===== src/sysctl_pkg.sv =====
// Constants shared by the system controller: register indices, mode
// bit positions, reset values and the interrupt vector layout.
// Assumes registers are word-indexed; byte address is four times index.
package sysctl_pkg;

  // Register indices
  localparam logic [15:0] IDX_ADC0     = 16'h2000;
  localparam logic [15:0] IDX_ADC3     = 16'h2003;
  localparam logic [15:0] IDX_MODE     = 16'h2015;
  localparam logic [15:0] IDX_STATUS   = 16'h2016;
  localparam logic [15:0] IDX_TS_FLAGS = 16'h2017;
  localparam logic [15:0] IDX_PA_FLAGS = 16'h2019;
  localparam logic [15:0] IDX_PA_INTEN = 16'h201A;

  // Mode control field positions
  localparam int unsigned MC_SP1_UART = 4;
  localparam int unsigned MC_SS_LVL   = 11;
  localparam int unsigned MC_CPHA     = 12;
  localparam int unsigned MC_CPOL     = 13;
  localparam int unsigned MC_SPI_EN   = 14;
  localparam int unsigned MC_SS_GPIO  = 15;

  // Trip/sync flag positions
  localparam int unsigned TS_TRIP = 0;
  localparam int unsigned TS_SYNC = 1;

  // Reset values
  localparam logic [15:0] MODE_RST     = 16'h0000;
  localparam logic [8:0]  PA_INTEN_RST = 9'h000;

  // Vector table
  localparam int unsigned NUM_SRC         = 11;
  localparam logic [5:0]  VT_LAST         = 6'h2F;
  localparam logic [5:0]  VT_ENTRY_WORDS  = 6'h04;
  localparam logic [23:0] VT_FILL_WORD    = 24'h0A_000F;

  // Sources from highest to lowest priority, with their entries
  localparam logic [5:0] VEC_ADDR [NUM_SRC] = '{
    6'h2C, 6'h04, 6'h0C, 6'h08, 6'h18, 6'h1C,
    6'h10, 6'h14, 6'h20, 6'h24, 6'h28
  };

  typedef enum logic [1:0] {
    BUS_IDLE = 2'b00,
    BUS_ACK  = 2'b01
  } bus_state_t;

  typedef enum logic [1:0] {
    BOOT_FILL = 2'b00,
    BOOT_DONE = 2'b01
  } boot_state_t;

endpackage


===== src/edge_flag.sv =====
// Sticky edge flags: one bit per line, set on the selected edge.
// Assumes the sampled lines are synchronous to the clock.
`timescale 1ns/1ps
`default_nettype none
module edge_flag #(
  parameter int unsigned WIDTH = 1,
  parameter bit          RISE  = 1'b1,
  parameter bit          FALL  = 1'b0
) (
  input  wire logic             clk_i,
  input  wire logic             rst_i,
  input  wire logic [WIDTH-1:0] sig_i,
  input  wire logic [WIDTH-1:0] en_i,
  input  wire logic [WIDTH-1:0] clr_i,
  output logic      [WIDTH-1:0] flags_o
);
  typedef struct packed {
    logic             armed;
    logic [WIDTH-1:0] prev;
    logic [WIDTH-1:0] flags;
  } edge_state_t;

  edge_state_t st_reg;
  edge_state_t st_next;

  always_comb begin
    logic [WIDTH-1:0] hit;
    hit = '0;
    st_next = st_reg;
    st_next.armed = 1'b1;
    st_next.prev = sig_i;
    if (st_reg.armed) begin
      hit = ({WIDTH{RISE}} & sig_i & ~st_reg.prev)
          | ({WIDTH{FALL}} & ~sig_i & st_reg.prev);
    end
    // A new edge wins over a clear in the same cycle
    st_next.flags = (st_reg.flags & ~clr_i) | (hit & en_i);
  end

  always_ff @(posedge clk_i) begin
    if (rst_i) begin
      st_reg <= '0;
    end else begin
      st_reg <= st_next;
    end
  end

  assign flags_o = st_reg.flags;
endmodule
`default_nettype wire


===== src/serial_pin_mux.sv =====
// Routing of both serial ports onto the shared pins.
// Purely combinational; the caller registers the pin values.
`timescale 1ns/1ps
`default_nettype none
module serial_pin_mux (
  input  wire logic sp1_uart_i,
  input  wire logic spi_en_i,
  input  wire logic cpol_i,
  input  wire logic ss_gpio_i,
  input  wire logic ss_lvl_i,
  input  wire logic p0_uart_i,
  input  wire logic primary_serial_clock_i,
  input  wire logic secondary_serial_clock_i,
  input  wire logic secondary_flag_out_i,
  input  wire logic secondary_tx_data_i,
  input  wire logic primary_tx_data_i,
  input  wire logic primary_tx_frame_sync_i,
  input  wire logic tfs_oe_i,
  input  wire logic dr_pin_i,
  input  wire logic rfs_pin_i,
  output logic      shared_clk_o,
  output logic      flag_tx_o,
  output logic      dt0_o,
  output logic      tfs_o,
  output logic      tfs_oe_o,
  output logic      primary_serial_clock_o,
  output logic      rx_data_o,
  output logic      rx_fs_o
);
  always_comb begin
    shared_clk_o = secondary_serial_clock_i;
    flag_tx_o = secondary_flag_out_i;
    if (sp1_uart_i) begin
      shared_clk_o = primary_serial_clock_i;
      flag_tx_o = secondary_tx_data_i;
    end
    dt0_o = primary_tx_data_i;
    rx_data_o = dr_pin_i;
    // UART ties rx data to rx sync
    rx_fs_o = p0_uart_i ? dr_pin_i : rfs_pin_i;
    tfs_o = primary_tx_frame_sync_i;
    tfs_oe_o = tfs_oe_i;
    primary_serial_clock_o = primary_serial_clock_i;
    if (spi_en_i) begin
      rx_fs_o = 1'b0;
      tfs_oe_o = 1'b1;
      tfs_o = ss_gpio_i ? ss_lvl_i : primary_tx_frame_sync_i;
      primary_serial_clock_o = primary_serial_clock_i ^ cpol_i;
    end
  end
endmodule
`default_nettype wire


===== src/sys_ctrl_irq_and_serial_mux.sv =====
// System controller: peripheral interrupt flags, shared interrupt
// line, vector selection, serial pin routing and status registers.
// Assumes all inputs are synchronous to core_clk_i; Avalon-MM slave.
//
// Notes on behaviour
// - After reset, fill program RAM words 0x00 to 0x2F with default vectors.
// - Each interrupt source owns four consecutive vector table words.
// - Pending unmasked interrupts reach the sequencer one cycle later, through a register.
// - Timer, serial and software interrupts vector directly, bypassing flags.
// - Trip/sync events set trip/sync flags; I/O events set port A flags.
// - Shared interrupt line stays low while any peripheral flag is pending.
// - Simultaneous pending interrupts: the higher priority vector goes first.
// - Reading trip/sync flags clears the bits it returned and acknowledges.
// - Reading port A flags clears the bits it returned and acknowledges.
// - Status shows trip pin level, watchdog state and PWM timer state.
// - Hardware, software or watchdog reset resets peripherals and registers.
// - Mode bit 4 picks secondary port boot or UART mode.
// - Boot mode: secondary clock and flag out drive the shared pins.
// - Secondary UART: primary clock and secondary tx data on shared pins.
// - Primary UART mode ties internal rx data and rx frame sync together.
// - Mode bit 14 puts the primary port in master-only SPI mode.
// - SPI: tx data is MOSI, rx data MISO, tx sync SS, clock SCK.
// - SPI slave select asserts around each transferred word.
// - Slave select pin may be general I/O without changing transfers.
// - Mode bit 13 sets SPI clock polarity, bit 12 clock phase.
// - Conversion results read left-justified in bits 15..4 at 0x2000-0x2003.
// - Sync flag sets on sync rising edge; trip flag on trip falling edge.
// - Port A interrupt on any level change of an enabled line.
`timescale 1ns/1ps
`default_nettype none
module sys_ctrl_irq_and_serial_mux
  import sysctl_pkg::*;
(
  input  wire logic              core_clk_i,
  input  wire logic              rst_i,
  input  wire logic              sw_reset_i,
  input  wire logic              wdog_reset_i,
  input  wire logic [15:0]       address_i,
  input  wire logic              read_i,
  input  wire logic              write_i,
  input  wire logic [3:0]        byteenable_i,
  input  wire logic [31:0]       writedata_i,
  output logic      [31:0]       readdata_o,
  output logic                   waitrequest_o,
  input  wire logic              pwm_sync_pulse_i,
  input  wire logic              pwm_fault_input_i,
  input  wire logic              wdog_expired_i,
  input  wire logic              pwm_timer_phase_i,
  input  wire logic [8:0]        port_a_pins_i,
  input  wire logic [3:0][11:0]  adc_result_i,
  input  wire logic [6:0]        core_irq_req_i,
  output logic                   shared_periph_irq_n_o,
  output logic                   vec_valid_o,
  output logic      [5:0]        vec_addr_o,
  output logic                   vt_we_o,
  output logic      [5:0]        vt_addr_o,
  output logic      [23:0]       vt_data_o,
  output logic                   periph_rst_o,
  input  wire logic              primary_serial_clock_i,
  input  wire logic              secondary_serial_clock_i,
  input  wire logic              secondary_flag_out_i,
  input  wire logic              secondary_tx_data_i,
  input  wire logic              primary_tx_data_i,
  input  wire logic              primary_tx_frame_sync_i,
  input  wire logic              primary_tfs_oe_i,
  input  wire logic              primary_uart_mode_i,
  input  wire logic              dr_pin_i,
  input  wire logic              rfs_pin_i,
  output logic                   shared_clk_pin_o,
  output logic                   flag_tx_pin_o,
  output logic                   dt0_pin_o,
  output logic                   tfs_pin_o,
  output logic                   tfs_pin_oe_o,
  output logic                   primary_serial_clock_pin_o,
  output logic                   primary_rx_data_o,
  output logic                   primary_rx_frame_sync_o,
  output logic                   spi_mode_o,
  output logic                   spi_cpha_o
);
  typedef struct packed {
    bus_state_t  bus;
    logic        waitreq;
    logic [31:0] rdata;
    logic [15:0] mode;
    logic [8:0]  pa_en;
    logic        irq_n;
    logic        vec_valid;
    logic [5:0]  vec_addr;
    boot_state_t boot;
    logic        vt_we;
    logic [5:0]  vt_addr;
    logic        prst;
    logic        shclk;
    logic        fltx;
    logic        dt0;
    logic        tfs;
    logic        tfs_oe;
    logic        primary_serial_clock;
    logic        rxd;
    logic        rxfs;
  } ctrl_state_t;

  ctrl_state_t s_reg;
  ctrl_state_t s_next;

  logic        any_rst;
  logic        req;
  logic        ack_rd;
  logic [1:0]  ts_flags;
  logic [8:0]  pa_flags;
  logic [1:0]  ts_clr;
  logic [8:0]  pa_clr;
  logic        m_shclk;
  logic        m_fltx;
  logic        m_dt0;
  logic        m_tfs;
  logic        m_tfs_oe;
  logic        m_primary_serial_clock;
  logic        m_rxd;
  logic        m_rxfs;

  // any reset source resets the block
  assign any_rst = rst_i | sw_reset_i | wdog_reset_i;
  assign req = read_i | write_i;
  assign ack_rd = (s_reg.bus == BUS_ACK) && read_i;

  // clear only the bits returned by the read
  assign ts_clr = (ack_rd && address_i == {IDX_TS_FLAGS[13:0], 2'b00})
                  ? s_reg.rdata[1:0] : 2'b00;
  // port A read clears what it returned
  assign pa_clr = (ack_rd && address_i == {IDX_PA_FLAGS[13:0], 2'b00})
                  ? s_reg.rdata[8:0] : 9'h000;

  edge_flag #(.WIDTH(1), .RISE(1'b0), .FALL(1'b1)) u_trip (
    .clk_i   (core_clk_i),
    .rst_i   (any_rst),
    .sig_i   (pwm_fault_input_i),
    .en_i    (1'b1),
    .clr_i   (ts_clr[TS_TRIP]),
    .flags_o (ts_flags[TS_TRIP])
  );

  edge_flag #(.WIDTH(1), .RISE(1'b1), .FALL(1'b0)) u_sync (
    .clk_i   (core_clk_i),
    .rst_i   (any_rst),
    .sig_i   (pwm_sync_pulse_i),
    .en_i    (1'b1),
    .clr_i   (ts_clr[TS_SYNC]),
    .flags_o (ts_flags[TS_SYNC])
  );

  edge_flag #(.WIDTH(9), .RISE(1'b1), .FALL(1'b1)) u_porta (
    .clk_i   (core_clk_i),
    .rst_i   (any_rst),
    .sig_i   (port_a_pins_i),
    .en_i    (s_reg.pa_en),
    .clr_i   (pa_clr),
    .flags_o (pa_flags)
  );

  serial_pin_mux u_mux (
    .sp1_uart_i               (s_reg.mode[MC_SP1_UART]),
    .spi_en_i                 (s_reg.mode[MC_SPI_EN]),
    .cpol_i                   (s_reg.mode[MC_CPOL]),
    .ss_gpio_i                (s_reg.mode[MC_SS_GPIO]),
    .ss_lvl_i                 (s_reg.mode[MC_SS_LVL]),
    .p0_uart_i                (primary_uart_mode_i),
    .primary_serial_clock_i   (primary_serial_clock_i),
    .secondary_serial_clock_i (secondary_serial_clock_i),
    .secondary_flag_out_i     (secondary_flag_out_i),
    .secondary_tx_data_i      (secondary_tx_data_i),
    .primary_tx_data_i        (primary_tx_data_i),
    .primary_tx_frame_sync_i  (primary_tx_frame_sync_i),
    .tfs_oe_i                 (primary_tfs_oe_i),
    .dr_pin_i                 (dr_pin_i),
    .rfs_pin_i                (rfs_pin_i),
    .shared_clk_o             (m_shclk),
    .flag_tx_o                (m_fltx),
    .dt0_o                    (m_dt0),
    .tfs_o                    (m_tfs),
    .tfs_oe_o                 (m_tfs_oe),
    .primary_serial_clock_o                  (m_primary_serial_clock),
    .rx_data_o                (m_rxd),
    .rx_fs_o                  (m_rxfs)
  );

  always_comb begin
    logic [NUM_SRC-1:0] pend;
    logic [31:0]        rd;
    logic [15:0]        idx;
    pend = '0;
    rd = 32'h0000_0000;
    idx = {2'b00, address_i[15:2]};
    s_next = s_reg;

    // Bus: one wait cycle, then the answer with waitrequest low
    s_next.waitreq = 1'b1;
    s_next.bus = BUS_IDLE;
    if (s_reg.bus == BUS_IDLE && req) begin
      if (idx >= IDX_ADC0 && idx <= IDX_ADC3) begin
        rd = {16'h0000, adc_result_i[idx[1:0]], 4'h0};
      end else if (idx == IDX_MODE) begin
        rd = {16'h0000, s_reg.mode};
      end else if (idx == IDX_STATUS) begin
        rd = {29'h0000_0000, pwm_timer_phase_i, wdog_expired_i,
              pwm_fault_input_i};
      end else if (idx == IDX_TS_FLAGS) begin
        rd = {30'h0000_0000, ts_flags};
      end else if (idx == IDX_PA_FLAGS) begin
        rd = {23'h00_0000, pa_flags};
      end else if (idx == IDX_PA_INTEN) begin
        rd = {23'h00_0000, s_reg.pa_en};
      end
      s_next.rdata = read_i ? rd : 32'h0000_0000;
      s_next.bus = BUS_ACK;
      s_next.waitreq = 1'b0;
    end

    if (s_reg.bus == BUS_ACK && write_i) begin
      if (idx == IDX_MODE) begin
        if (byteenable_i[0]) begin
          s_next.mode[7:0] = writedata_i[7:0];
        end
        if (byteenable_i[1]) begin
          s_next.mode[15:8] = writedata_i[15:8];
        end
      end else if (idx == IDX_PA_INTEN) begin
        if (byteenable_i[0]) begin
          s_next.pa_en[7:0] = writedata_i[7:0];
        end
        if (byteenable_i[1]) begin
          s_next.pa_en[8] = writedata_i[8];
        end
      end
    end

    s_next.irq_n = ~(|ts_flags | |pa_flags);

    pend = {core_irq_req_i[6], core_irq_req_i[5], core_irq_req_i[4],
            core_irq_req_i[3], core_irq_req_i[2], core_irq_req_i[1],
            core_irq_req_i[0], |pa_flags, ts_flags[TS_SYNC],
            |ts_flags | |pa_flags, ts_flags[TS_TRIP]};
    s_next.vec_valid = 1'b0;
    for (int i = NUM_SRC - 1; i >= 0; i--) begin
      if (pend[i]) begin
        s_next.vec_addr = VEC_ADDR[i];
        s_next.vec_valid = (s_reg.boot == BOOT_DONE);
      end
    end

    case (s_reg.boot)
      BOOT_FILL: begin
        s_next.vt_we = 1'b1;
        if (s_reg.vt_we) begin
          s_next.vt_addr = s_reg.vt_addr + 6'h01;
          if (s_reg.vt_addr == VT_LAST) begin
            s_next.vt_we = 1'b0;
            s_next.vt_addr = s_reg.vt_addr;
            s_next.boot = BOOT_DONE;
          end
        end
      end
      BOOT_DONE: begin
        s_next.vt_we = 1'b0;
      end
      default: begin
        s_next.boot = BOOT_DONE;
      end
    endcase

    s_next.prst = any_rst;

    // Serial pin routing from the mode bits, registered
    s_next.shclk = m_shclk;
    s_next.fltx = m_fltx;
    s_next.dt0 = m_dt0;
    s_next.tfs = m_tfs;
    s_next.tfs_oe = m_tfs_oe;
    s_next.primary_serial_clock = m_primary_serial_clock;
    s_next.rxd = m_rxd;
    s_next.rxfs = m_rxfs;
  end

  always_ff @(posedge core_clk_i) begin
    if (any_rst) begin
      s_reg <= '0;
      s_reg.bus <= BUS_IDLE;
      s_reg.boot <= BOOT_FILL;
      s_reg.waitreq <= 1'b1;
      s_reg.mode <= MODE_RST;
      s_reg.pa_en <= PA_INTEN_RST;
      s_reg.irq_n <= 1'b1;
      s_reg.prst <= 1'b1;
    end else begin
      s_reg <= s_next;
    end
  end

  assign readdata_o = s_reg.rdata;
  assign waitrequest_o = s_reg.waitreq;
  assign shared_periph_irq_n_o = s_reg.irq_n;
  assign vec_valid_o = s_reg.vec_valid;
  assign vec_addr_o = s_reg.vec_addr;
  assign vt_we_o = s_reg.vt_we;
  assign vt_addr_o = s_reg.vt_addr;
  assign vt_data_o = VT_FILL_WORD;
  assign periph_rst_o = s_reg.prst;
  assign shared_clk_pin_o = s_reg.shclk;
  assign flag_tx_pin_o = s_reg.fltx;
  assign dt0_pin_o = s_reg.dt0;
  assign tfs_pin_o = s_reg.tfs;
  assign tfs_pin_oe_o = s_reg.tfs_oe;
  assign primary_serial_clock_pin_o = s_reg.primary_serial_clock;
  assign primary_rx_data_o = s_reg.rxd;
  assign primary_rx_frame_sync_o = s_reg.rxfs;
  assign spi_mode_o = s_reg.mode[MC_SPI_EN];
  assign spi_cpha_o = s_reg.mode[MC_CPHA];
endmodule
`default_nettype wire


===== config.mk =====
export PLATFORM = sky130hd
export DESIGN_NAME = sys_ctrl_irq_and_serial_mux
export DESIGN_NICKNAME = d
export VERILOG_FILES = /design/src/sysctl_pkg.sv /design/src/edge_flag.sv /design/src/serial_pin_mux.sv /design/src/sys_ctrl_irq_and_serial_mux.sv
export SDC_FILE = /design/constraint.sdc
export NUM_CORES = 1
export LEC_CHECK = 0
export BUFFER_PORTS_ARGS = -buffer_cell sky130_fd_sc_hd__clkbuf_2
export CORE_ASPECT_RATIO = 0.8
export CORE_UTILIZATION = 40
export DETAILED_ROUTE_END_ITERATION = 12
export GPL_TIMING_DRIVEN = 1
export PLACE_DENSITY = 0.79
export SYNTH_ARGS = -nofsm -noshare
export SYNTH_HDL_FRONTEND = slang
export SYNTH_SLANG_ARGS = --single-unit

===== constraint.sdc =====
create_clock -name core_clk_i -period 1.45 [get_ports core_clk_i]
set_clock_uncertainty 0.1 [all_clocks]
set_input_delay 0.0725 -clock core_clk_i [delete_from_list [all_inputs] [get_ports core_clk_i]]
set_output_delay 0.0725 -clock core_clk_i [all_outputs]
set_load 0.02 [all_outputs]

==> results of run 1 <==
[path summary, 6_finish.rpt]
path / startpoint / endpoint / depth (start not counted) / slack (ps)
worst max-delay path: s_reg[84]$_SDFF_PN0_ / u_porta.flags_o[3]$_SDFF_PN0_ / 5 / -10
worst min-delay path: core_irq_req_i[1] / vec_addr_o[2]$_SDFFE_PN0P_ / 3 / 30
worst max register to register: s_reg[84]$_SDFF_PN0_ / u_porta.flags_o[3]$_SDFF_PN0_ / 5 / -10
worst min register to register: s_reg[16]$_SDFFE_PN0P_ / vec_valid_o$_SDFF_PN0_ / 2 / 370
[what timing repair did]
action / in CTS / in global routing
cloned: 0 / 4
resized for setup: 7 / 46
buffers inserted: 1 / 3
pin swaps: 0 / 26
endpoints found under the hold margin: 56 / 0
endpoints found under the setup margin: 10 / 36
hold buffers: 42 / 0
[cell families after synthesis]
family / after synthesis / share of synthesized area (%)
xor gates and xnor gates: 15 / 2.78
and+or+nand+nor: 156 / 19.8
other: 2 / 0.159
muxes: 16 / 6.57
buffers and inverters: 107 / 15.4
adders and majority gates: 1 / 0.265
DFF: 89 / 37.7
AOI/OAI and AO/OA: 130 / 17.3
[cell usage in the layout, fill, tap and decap left out, types with 6 or more instances in the layout]
cell type | synthesis | final
buf_4 | 72 | 47
dfxtp_1 | 89 | 86
o31ai_2 | 0 | 7
a221o_1 | 7 | 7
nand3_1 | 30 | 29
and3_2 | 7 | 7
nand4_1 | 15 | 15
clkbuf_2 | 2 | 158
a21oi_1 | 45 | 43
nor2_1 | 16 | 16
xor2_1 | 10 | 10
nand2_1 | 26 | 26
nor3_1 | 6 | 6
a22o_1 | 8 | 8
inv_1 | 6 | 6
conb_1 | 2 | 42
dlygate4sd3_1 | 0 | 42
clkbuf_16 | 0 | 9
o21ai_0 | 39 | 28
and2_1 | 17 | 16
mux4_2 | 12 | 12
[layer usage]
| metal | vias to the layer above | GRT usage, % |
|---|---|---|
| li1 | 2188 | - |
| met1 | 2154 | 28.7 |
| met2 | 231 | 35.3 |
| met3 | 32 | 6.36 |
| met4 | 0 | 8.71 |
| met5 | - | 0 |
[stage by stage]
step	setup WS [ps]	power (W)	instance area, um2	instances
3_5_place_dp	-150	0.00316	5540	810
6_report	-11.3	0.00573	6560	876
2_1_floorplan	-3.60	0.00294	4880	556
5_1_grt	-136	0.00593	6560	876
4_1_cts	-3.49	0.00574	6320	869
3_3_place_gp	-135	0.00315	5540	810
[power groups by stage]
stage	Clock, W	Sequential [W]	Combinational (W)
global route	0.00265	0.00248	0.000803
floorplan	0	0.00254	0.000402
finish	0.00250	0.00248	0.000745
CTS	0.00254	0.00248	0.000718
detailed placement	0	0.00254	0.000624
global placement	0	0.00254	0.000617
[worst max-delay path, delay by kind of cell (launching register included)]
kind	cells	cell delay (ps)
AOI/OAI and AO/OA	2	210
buffers and inverters	1	230
and+or+nand+nor	2	430
DFF	1	350
[final cells by class]
cell class                 count  area share, %
tap                          148           2.82
timing repair buffer         253           25.3
sequential                    89           27.2
clock inverter                 1          0.458
inverter                       7          0.401
clock buffer                  15           4.54
multi-input combinational    363           39.2
==> results.md, run 1 <==
- Outcome: complete, but fails checks
- Failing checks: negative setup slack
- Final setup viols: 1
- WP data arrival: 1560 ps
- Cell accounting for the most synthesized area: dfxtp_1
- CTS max path bufs: 2
- Layout Utilization: 56.9%
- # IOs: 219
- Worst Path Max Fanout: 6
- All-Layer GR Usage: 22.4%
- #FFs+latches synth: 89
- Top cells by area, synth: dfxtp_1, buf_4, mux4_2
- Num CTS Buffers: 9
- Max Slew Vio Count: 0
- Top-area cell type share of the netlist area: 37.7%
- Ys async rst share: 0%
- Fraction of layout cells with a size suffix above 1: 40.4%
- CP startpoint kind: flop
- H-tree levels: 3
- Reg clk slew, reported paths: 60 ps
- Hpwl dp: 10100 um
- CTS root buf: clkbuf_16
- Die Span Y: 99.2 um
- Max VDD drop: 0.599 mV
- DRC viols: 0
- Cell with the most instances after synthesis: dfxtp_1
- Layout Nets: 860
- Port Buffer Count: 158
- Hold Fails Final Rpt: 0
- Max-cap violations: 0
- Distinct cells, synth: 62
- Max FFs per register: 25
- Drt initial violations: 374
- Wire length on met1: 6090 um
- Antenna Cells: 0
- Initial antenna violation count: 0
- Worst-margin pin slew: 530 ps
- Ys flop type: dfxtp_1
- Row count: 35
- Crit end category: flop
- Via count normalized by instance count: 5.26
- Required time of the critical path: 1550 ps
- Int Pwr: 0.00440 W
- First-pass GRT wire length: 21100 um
- Core area: 0.0115 mm2
- Routed Antenna Nets: 0
- FILL cells: 1014
- Final setup margin: -11.3 ps
- Setup Crit Path Kind: reg2reg
- Fin crit share: 101%
- Clock latency on the worst-skew pair: 340 ps
- Total clock sinks: 89
- Setup Total Neg Slack: -11.3 ps
- Delay of the slowest critical-path stage: 350 ps
- Die width: 123 um
- Yosys warnings: 0
- Via Count: 4605
- Met3 wire length: 1230 um
- Worst hold slack: 27.7 ps
- Die area: 0.0122 mm2
- CTS tree: done
- Seq pwr share: 43.3%
- Tmin final: 1460 ps
- Critical path's slowest cell: dfxtp_2
- Routed wire length: 14300 um
- Reg area: 0.00179 mm2
- Initial Util: 41.0%
- Top Layer Used: met4
- RSZ-0062 raised after global routing: yes
- Routability cong.: 0.923
- Sw frac: 23.2%
- Area grow syn2layout: 38.8%
- Vias in the first global route: 4314
- Switching power: 0.00133 W
- Sequential element share of the synthesized area: 37.7%
- Post-synth EDFFs: 0
- HP Class: in2reg
- Met2 WL: 6710 um
- Total gr overflow: 0
- Slew margin rel.: 64.7%
- Commonest cells in the synthesized netlist: dfxtp_1, buf_4, a21oi_1
- Power per Cell Area: 874 mW/mm2
- Area of the multi-input gates: 0.00257 mm2
- Clock power frac: 43.7%
- Netlist Area Pre-Place: 0.00472 mm2
- Drt pass-1 iters: 5
- Crit-path cells: nor4bb_4 > nand4_1 > buf_6 > o21ai_1 > a21oi_1
- Syn Area/Cell: 9.15 um2
- Comb pwr share: 13.0%
- Largest net degree at the start of global routing: 48
- Cells after Synth: 516
- Wire length per cell: 16.3 um
- Max Fclk: 684 MHz
- Pleak: 2.77 nW
(Power assumes the default switching activity.)
==> run 2: changes to the inputs <==
--- a/config.mk
+++ b/config.mk
@@ -5,12 +5,13 @@
 export SDC_FILE = /design/constraint.sdc
 export NUM_CORES = 1
 export LEC_CHECK = 0
-export BUFFER_PORTS_ARGS = -buffer_cell sky130_fd_sc_hd__clkbuf_2
+export ABC_AREA = 1
 export CORE_ASPECT_RATIO = 0.8
 export CORE_UTILIZATION = 40
 export DETAILED_ROUTE_END_ITERATION = 12
+export DONT_BUFFER_PORTS = 1
 export GPL_TIMING_DRIVEN = 1
-export PLACE_DENSITY = 0.79
+export PLACE_DENSITY = 0.68
 export SYNTH_ARGS = -nofsm -noshare
 export SYNTH_HDL_FRONTEND = slang
 export SYNTH_SLANG_ARGS = --single-unit
==> results.md, run 2 <==
- Max-cap violations: 0 (unchanged)
- Worst hold stages: 6 (+3)
- Fin cells: 934 (+6.6%)
- Antenna Cells: 0 (unchanged)
- Reg area: 0.00179 mm2 (unchanged)
- Max VDD drop: 0.562 mV (-6.2%)
- Power per Cell Area: 873 mW/mm2 (about the same)
- Required time of the critical path: 1620 ps (+70 ps)
- Wire length per cell: 14.7 um (-9.9%)
- Area grow syn2layout: 24.9%
- Via count normalized by instance count: 4.85 (-7.7%)
- Die Span Y: 99.7 um (+0.52%)
- Num CTS Buffers: 9 (unchanged)
- Initial antenna violation count: 0 (unchanged)
- Fraction of layout cells with a size suffix above 1: 15.5% (-25 points)
- First-pass GRT wire length: 19900 um (-5.6%)
- Reg-to-reg slack, setup: 50 ps (+60 ps)
- Worst path bufs/invs: 4 (+3)
- Top-area cell type share of the netlist area: 37.3% (-0.40 points)
- CP startpoint kind: input pin
- Final setup viols: 0 (-1)
- Most common cell after layout, fill and taps aside: nand2_1
- Total gr overflow: 0 (unchanged)
- Hold Fails Final Rpt: 0 (unchanged)
- Die area: 0.0124 mm2 (+1.0%)
- Hold_sp: adc_result_i[35]
- Routed wire length: 13800 um (-3.9%)
- Delay of the slowest critical-path stage: 550 ps (+200 ps)
- Cell accounting for the most synthesized area: dfxtp_1
- Max Slew Vio Count: 0 (unchanged)
- WP data arrival: 1600 ps (+40 ps)
- Commonest cells in the synthesized netlist: nand2_1, nor2_1, dfxtp_1
- Core area: 0.0116 mm2 (+0.38%)
- Most frequent cells in the layout: nand2_1, nor2_1, dfxtp_1, inv_1, dlygate4sd3_1
- Largest net degree at the start of global routing: 27 (-44%)
- Reg2Reg Depth: 9 (+4)
- Reg2reg end: readdata_o[6]$_SDFFE_PN0P_
- Distinct cells, synth: 35 (-44%)
- Drt initial violations: 316 (-16%)
- Placed instance count: 854 (+5.4%)
- DRC viols: 0 (unchanged)
- Cell with the most instances after synthesis: nand2_1
- Worst path top cell family by delay: buffers and inverters
- All-Layer GR Usage: 20.9% (-1.5 points)
- Drt pass-1 iters: 5 (unchanged)
- Crit-path cells: dlygate4sd3_1 > nor2_2 > nand2_4 > buf_12 > clkinvlp_4 > clkbuf_16 > o21ai_0 > a21oi_1
- Sequential element share of the synthesized area: 37.3% (-0.40 points)
- HP Class: in2reg
- Post-synth EDFFs: 0 (unchanged)
- FILL cells: 1180 (+16%)
- RSZ-0062 raised after global routing: yes
- Max Fclk: 697 MHz (+1.8%)
- CTS root buf: clkbuf_16
- Max FFs per register: 25 (unchanged)
- Tmin final: 1440 ps (-25.7 ps)
- Pleak: 2.55 nW (-8.1%)
- Die width: 124 um (+0.52%)
- Setup Total Neg Slack: 0 ps (+11.3 ps)
- Area of the multi-input gates: 0.00233 mm2 (-9.5%)
- Ys flop type: dfxtp_1
- #FFs+latches synth: 89 (unchanged)
- Setup Crit Path Kind: in2reg
- CTS max path bufs: 2 (unchanged)
- Reg clk slew, reported paths: 60 ps (about the same)
- Via Count: 4531 (-1.6%)
- Hpwl dp: 9640 um (-4.9%)
- Routability cong.: 0.915 (-0.95%)
- CTS tree: done
- Outcome: finished clean
- Vias in the first global route: 4090 (-5.2%)
- Worst Path Max Fanout: 7 (+1)
- Routed Antenna Nets: 0 (unchanged)
- Fin crit share: 99.0% (-1.8 points)
- Hold worst-path end: readdata_o[15]$_SDFFE_PN0P_
- Layout Nets: 919 (+6.9%)
- Netlist Area Pre-Place: 0.00477 mm2 (+1.1%)
- Crit end category: flop
- Top cells by area, synth: dfxtp_1, nand2_1, buf_4
- Port Buffer Count: 0 (-100%)
- H-tree levels: 3 (unchanged)
- Initial Util: 41.3% (+0.28 points)
- Yosys warnings: 0 (unchanged)
- Reg2reg start: s_reg[84]$_SDFF_PN0_
- Clock latency on the worst-skew pair: 340 ps (about the same)
- Syn Area/Cell: 6.75 um2 (-26%)
- Total clock sinks: 89 (unchanged)
- # IOs: 219 (unchanged)
- Ys async rst share: 0% (unchanged)
- Critical path's slowest cell: dlygate4sd3_1
- Row count: 35 (unchanged)
- Cells after Synth: 707 (+37%)
- Pwr Total: 0.00521 W (-9.1%)
[run 2: stage by stage]
stage	util [%]	hold slack [ps]	instance area [um2]	setup slack [ps]
finish	51.6	15.9	5960	14.4
detailed placement	42.0	89.6	4860	-57.1
floorplan	-	84.7	4920	7.56
CTS	49.1	-52.6	5670	0.765
global placement	42.0	86.6	4860	-12.0
global route	51.6	55.5	5960	-9.96
[run 2: timing repair]
action / in CTS / in global routing
hold endpoints to repair: 64 / 1
gates cloned: 0 / 5
buffers inserted: 0 / 7
endpoints found under the setup margin: 19 / 57
hold buffers: 53 / 1
pin swaps: 0 / 11
resized for setup: 6 / 57
[run 2: tightest hold or removal path: cells and delay by family]
family,cells,cell delay (ps)
AND/OR/NAND/NOR,4,240
AO/OA/AOI/OAI,2,110
[run 2: cells by family (layout without fill, tap and decap cells)]
logic type / count (synthesis) / after routing / share of synthesized area, %
AO/OA/AOI/OAI: 144 / 144 / 16.8
XOR/XNOR: 2 / 2 / 0.367
adder cells (fa/ha/maj): 1 / 1 / 0.262
buffers and inverters: 175 / 213 / 19.9
flip-flops: 89 / 89 / 37.3
other: 2 / 42 / 0.157
AND/OR/NAND/NOR: 294 / 295 / 25.2
[run 2: area by class of cell]
class                   count  share of cell area, %
flip-flops and latches     89                   29.9
clock buffers              13                   4.37
repair buffers            109                   17.5
clock inverters             2                  0.231
inverters                  89                   5.81
multi-input cells         484                   39.0
well taps                 148                   3.11
[run 2: where the power goes]
part / switching [W] / total (W) / internal [W]
clock network: 0.000917 / 0.00216 / 0.00125
registers: 0.0000303 / 0.00250 / 0.00247
logic: 0.000317 / 0.000545 / 0.000228
[run 2: worst max path at each step]
stage | start | slack (ps) | endpoint | depth (start not counted)
floorplan | vt_addr_o[1]$_SDFFE_PN0P_ | 8 | vt_addr_o[4]$_SDFFE_PN0P_ | 8
global placement | s_reg[84]$_SDFF_PN0_ | -10 | readdata_o[1]$_SDFFE_PN0P_ | 10
CTS | vt_addr_o[0]$_SDFFE_PN0P_ | 0.8 | vt_addr_o[4]$_SDFFE_PN0P_ | 8
detailed placement | address_i[11] | -60 | s_reg[29]$_SDFFE_PN0P_ | 9
global route | rst_i | -10 | vt_addr_o[0]$_SDFFE_PN0P_ | 8
finish | rst_i | 10 | s_reg[26]$_SDFFE_PN0P_ | 8
[run 2: routing by layer]
layer / vias to the layer above / track usage [%] / share of wire (%)
met4: 0 / 5.22 / 1.1
met1: 2043 / 28.5 / 47
li1: 2289 / - / -
met5: - / 0 / 0
met3: 19 / 6.02 / 7.9
met2: 180 / 32.0 / 44
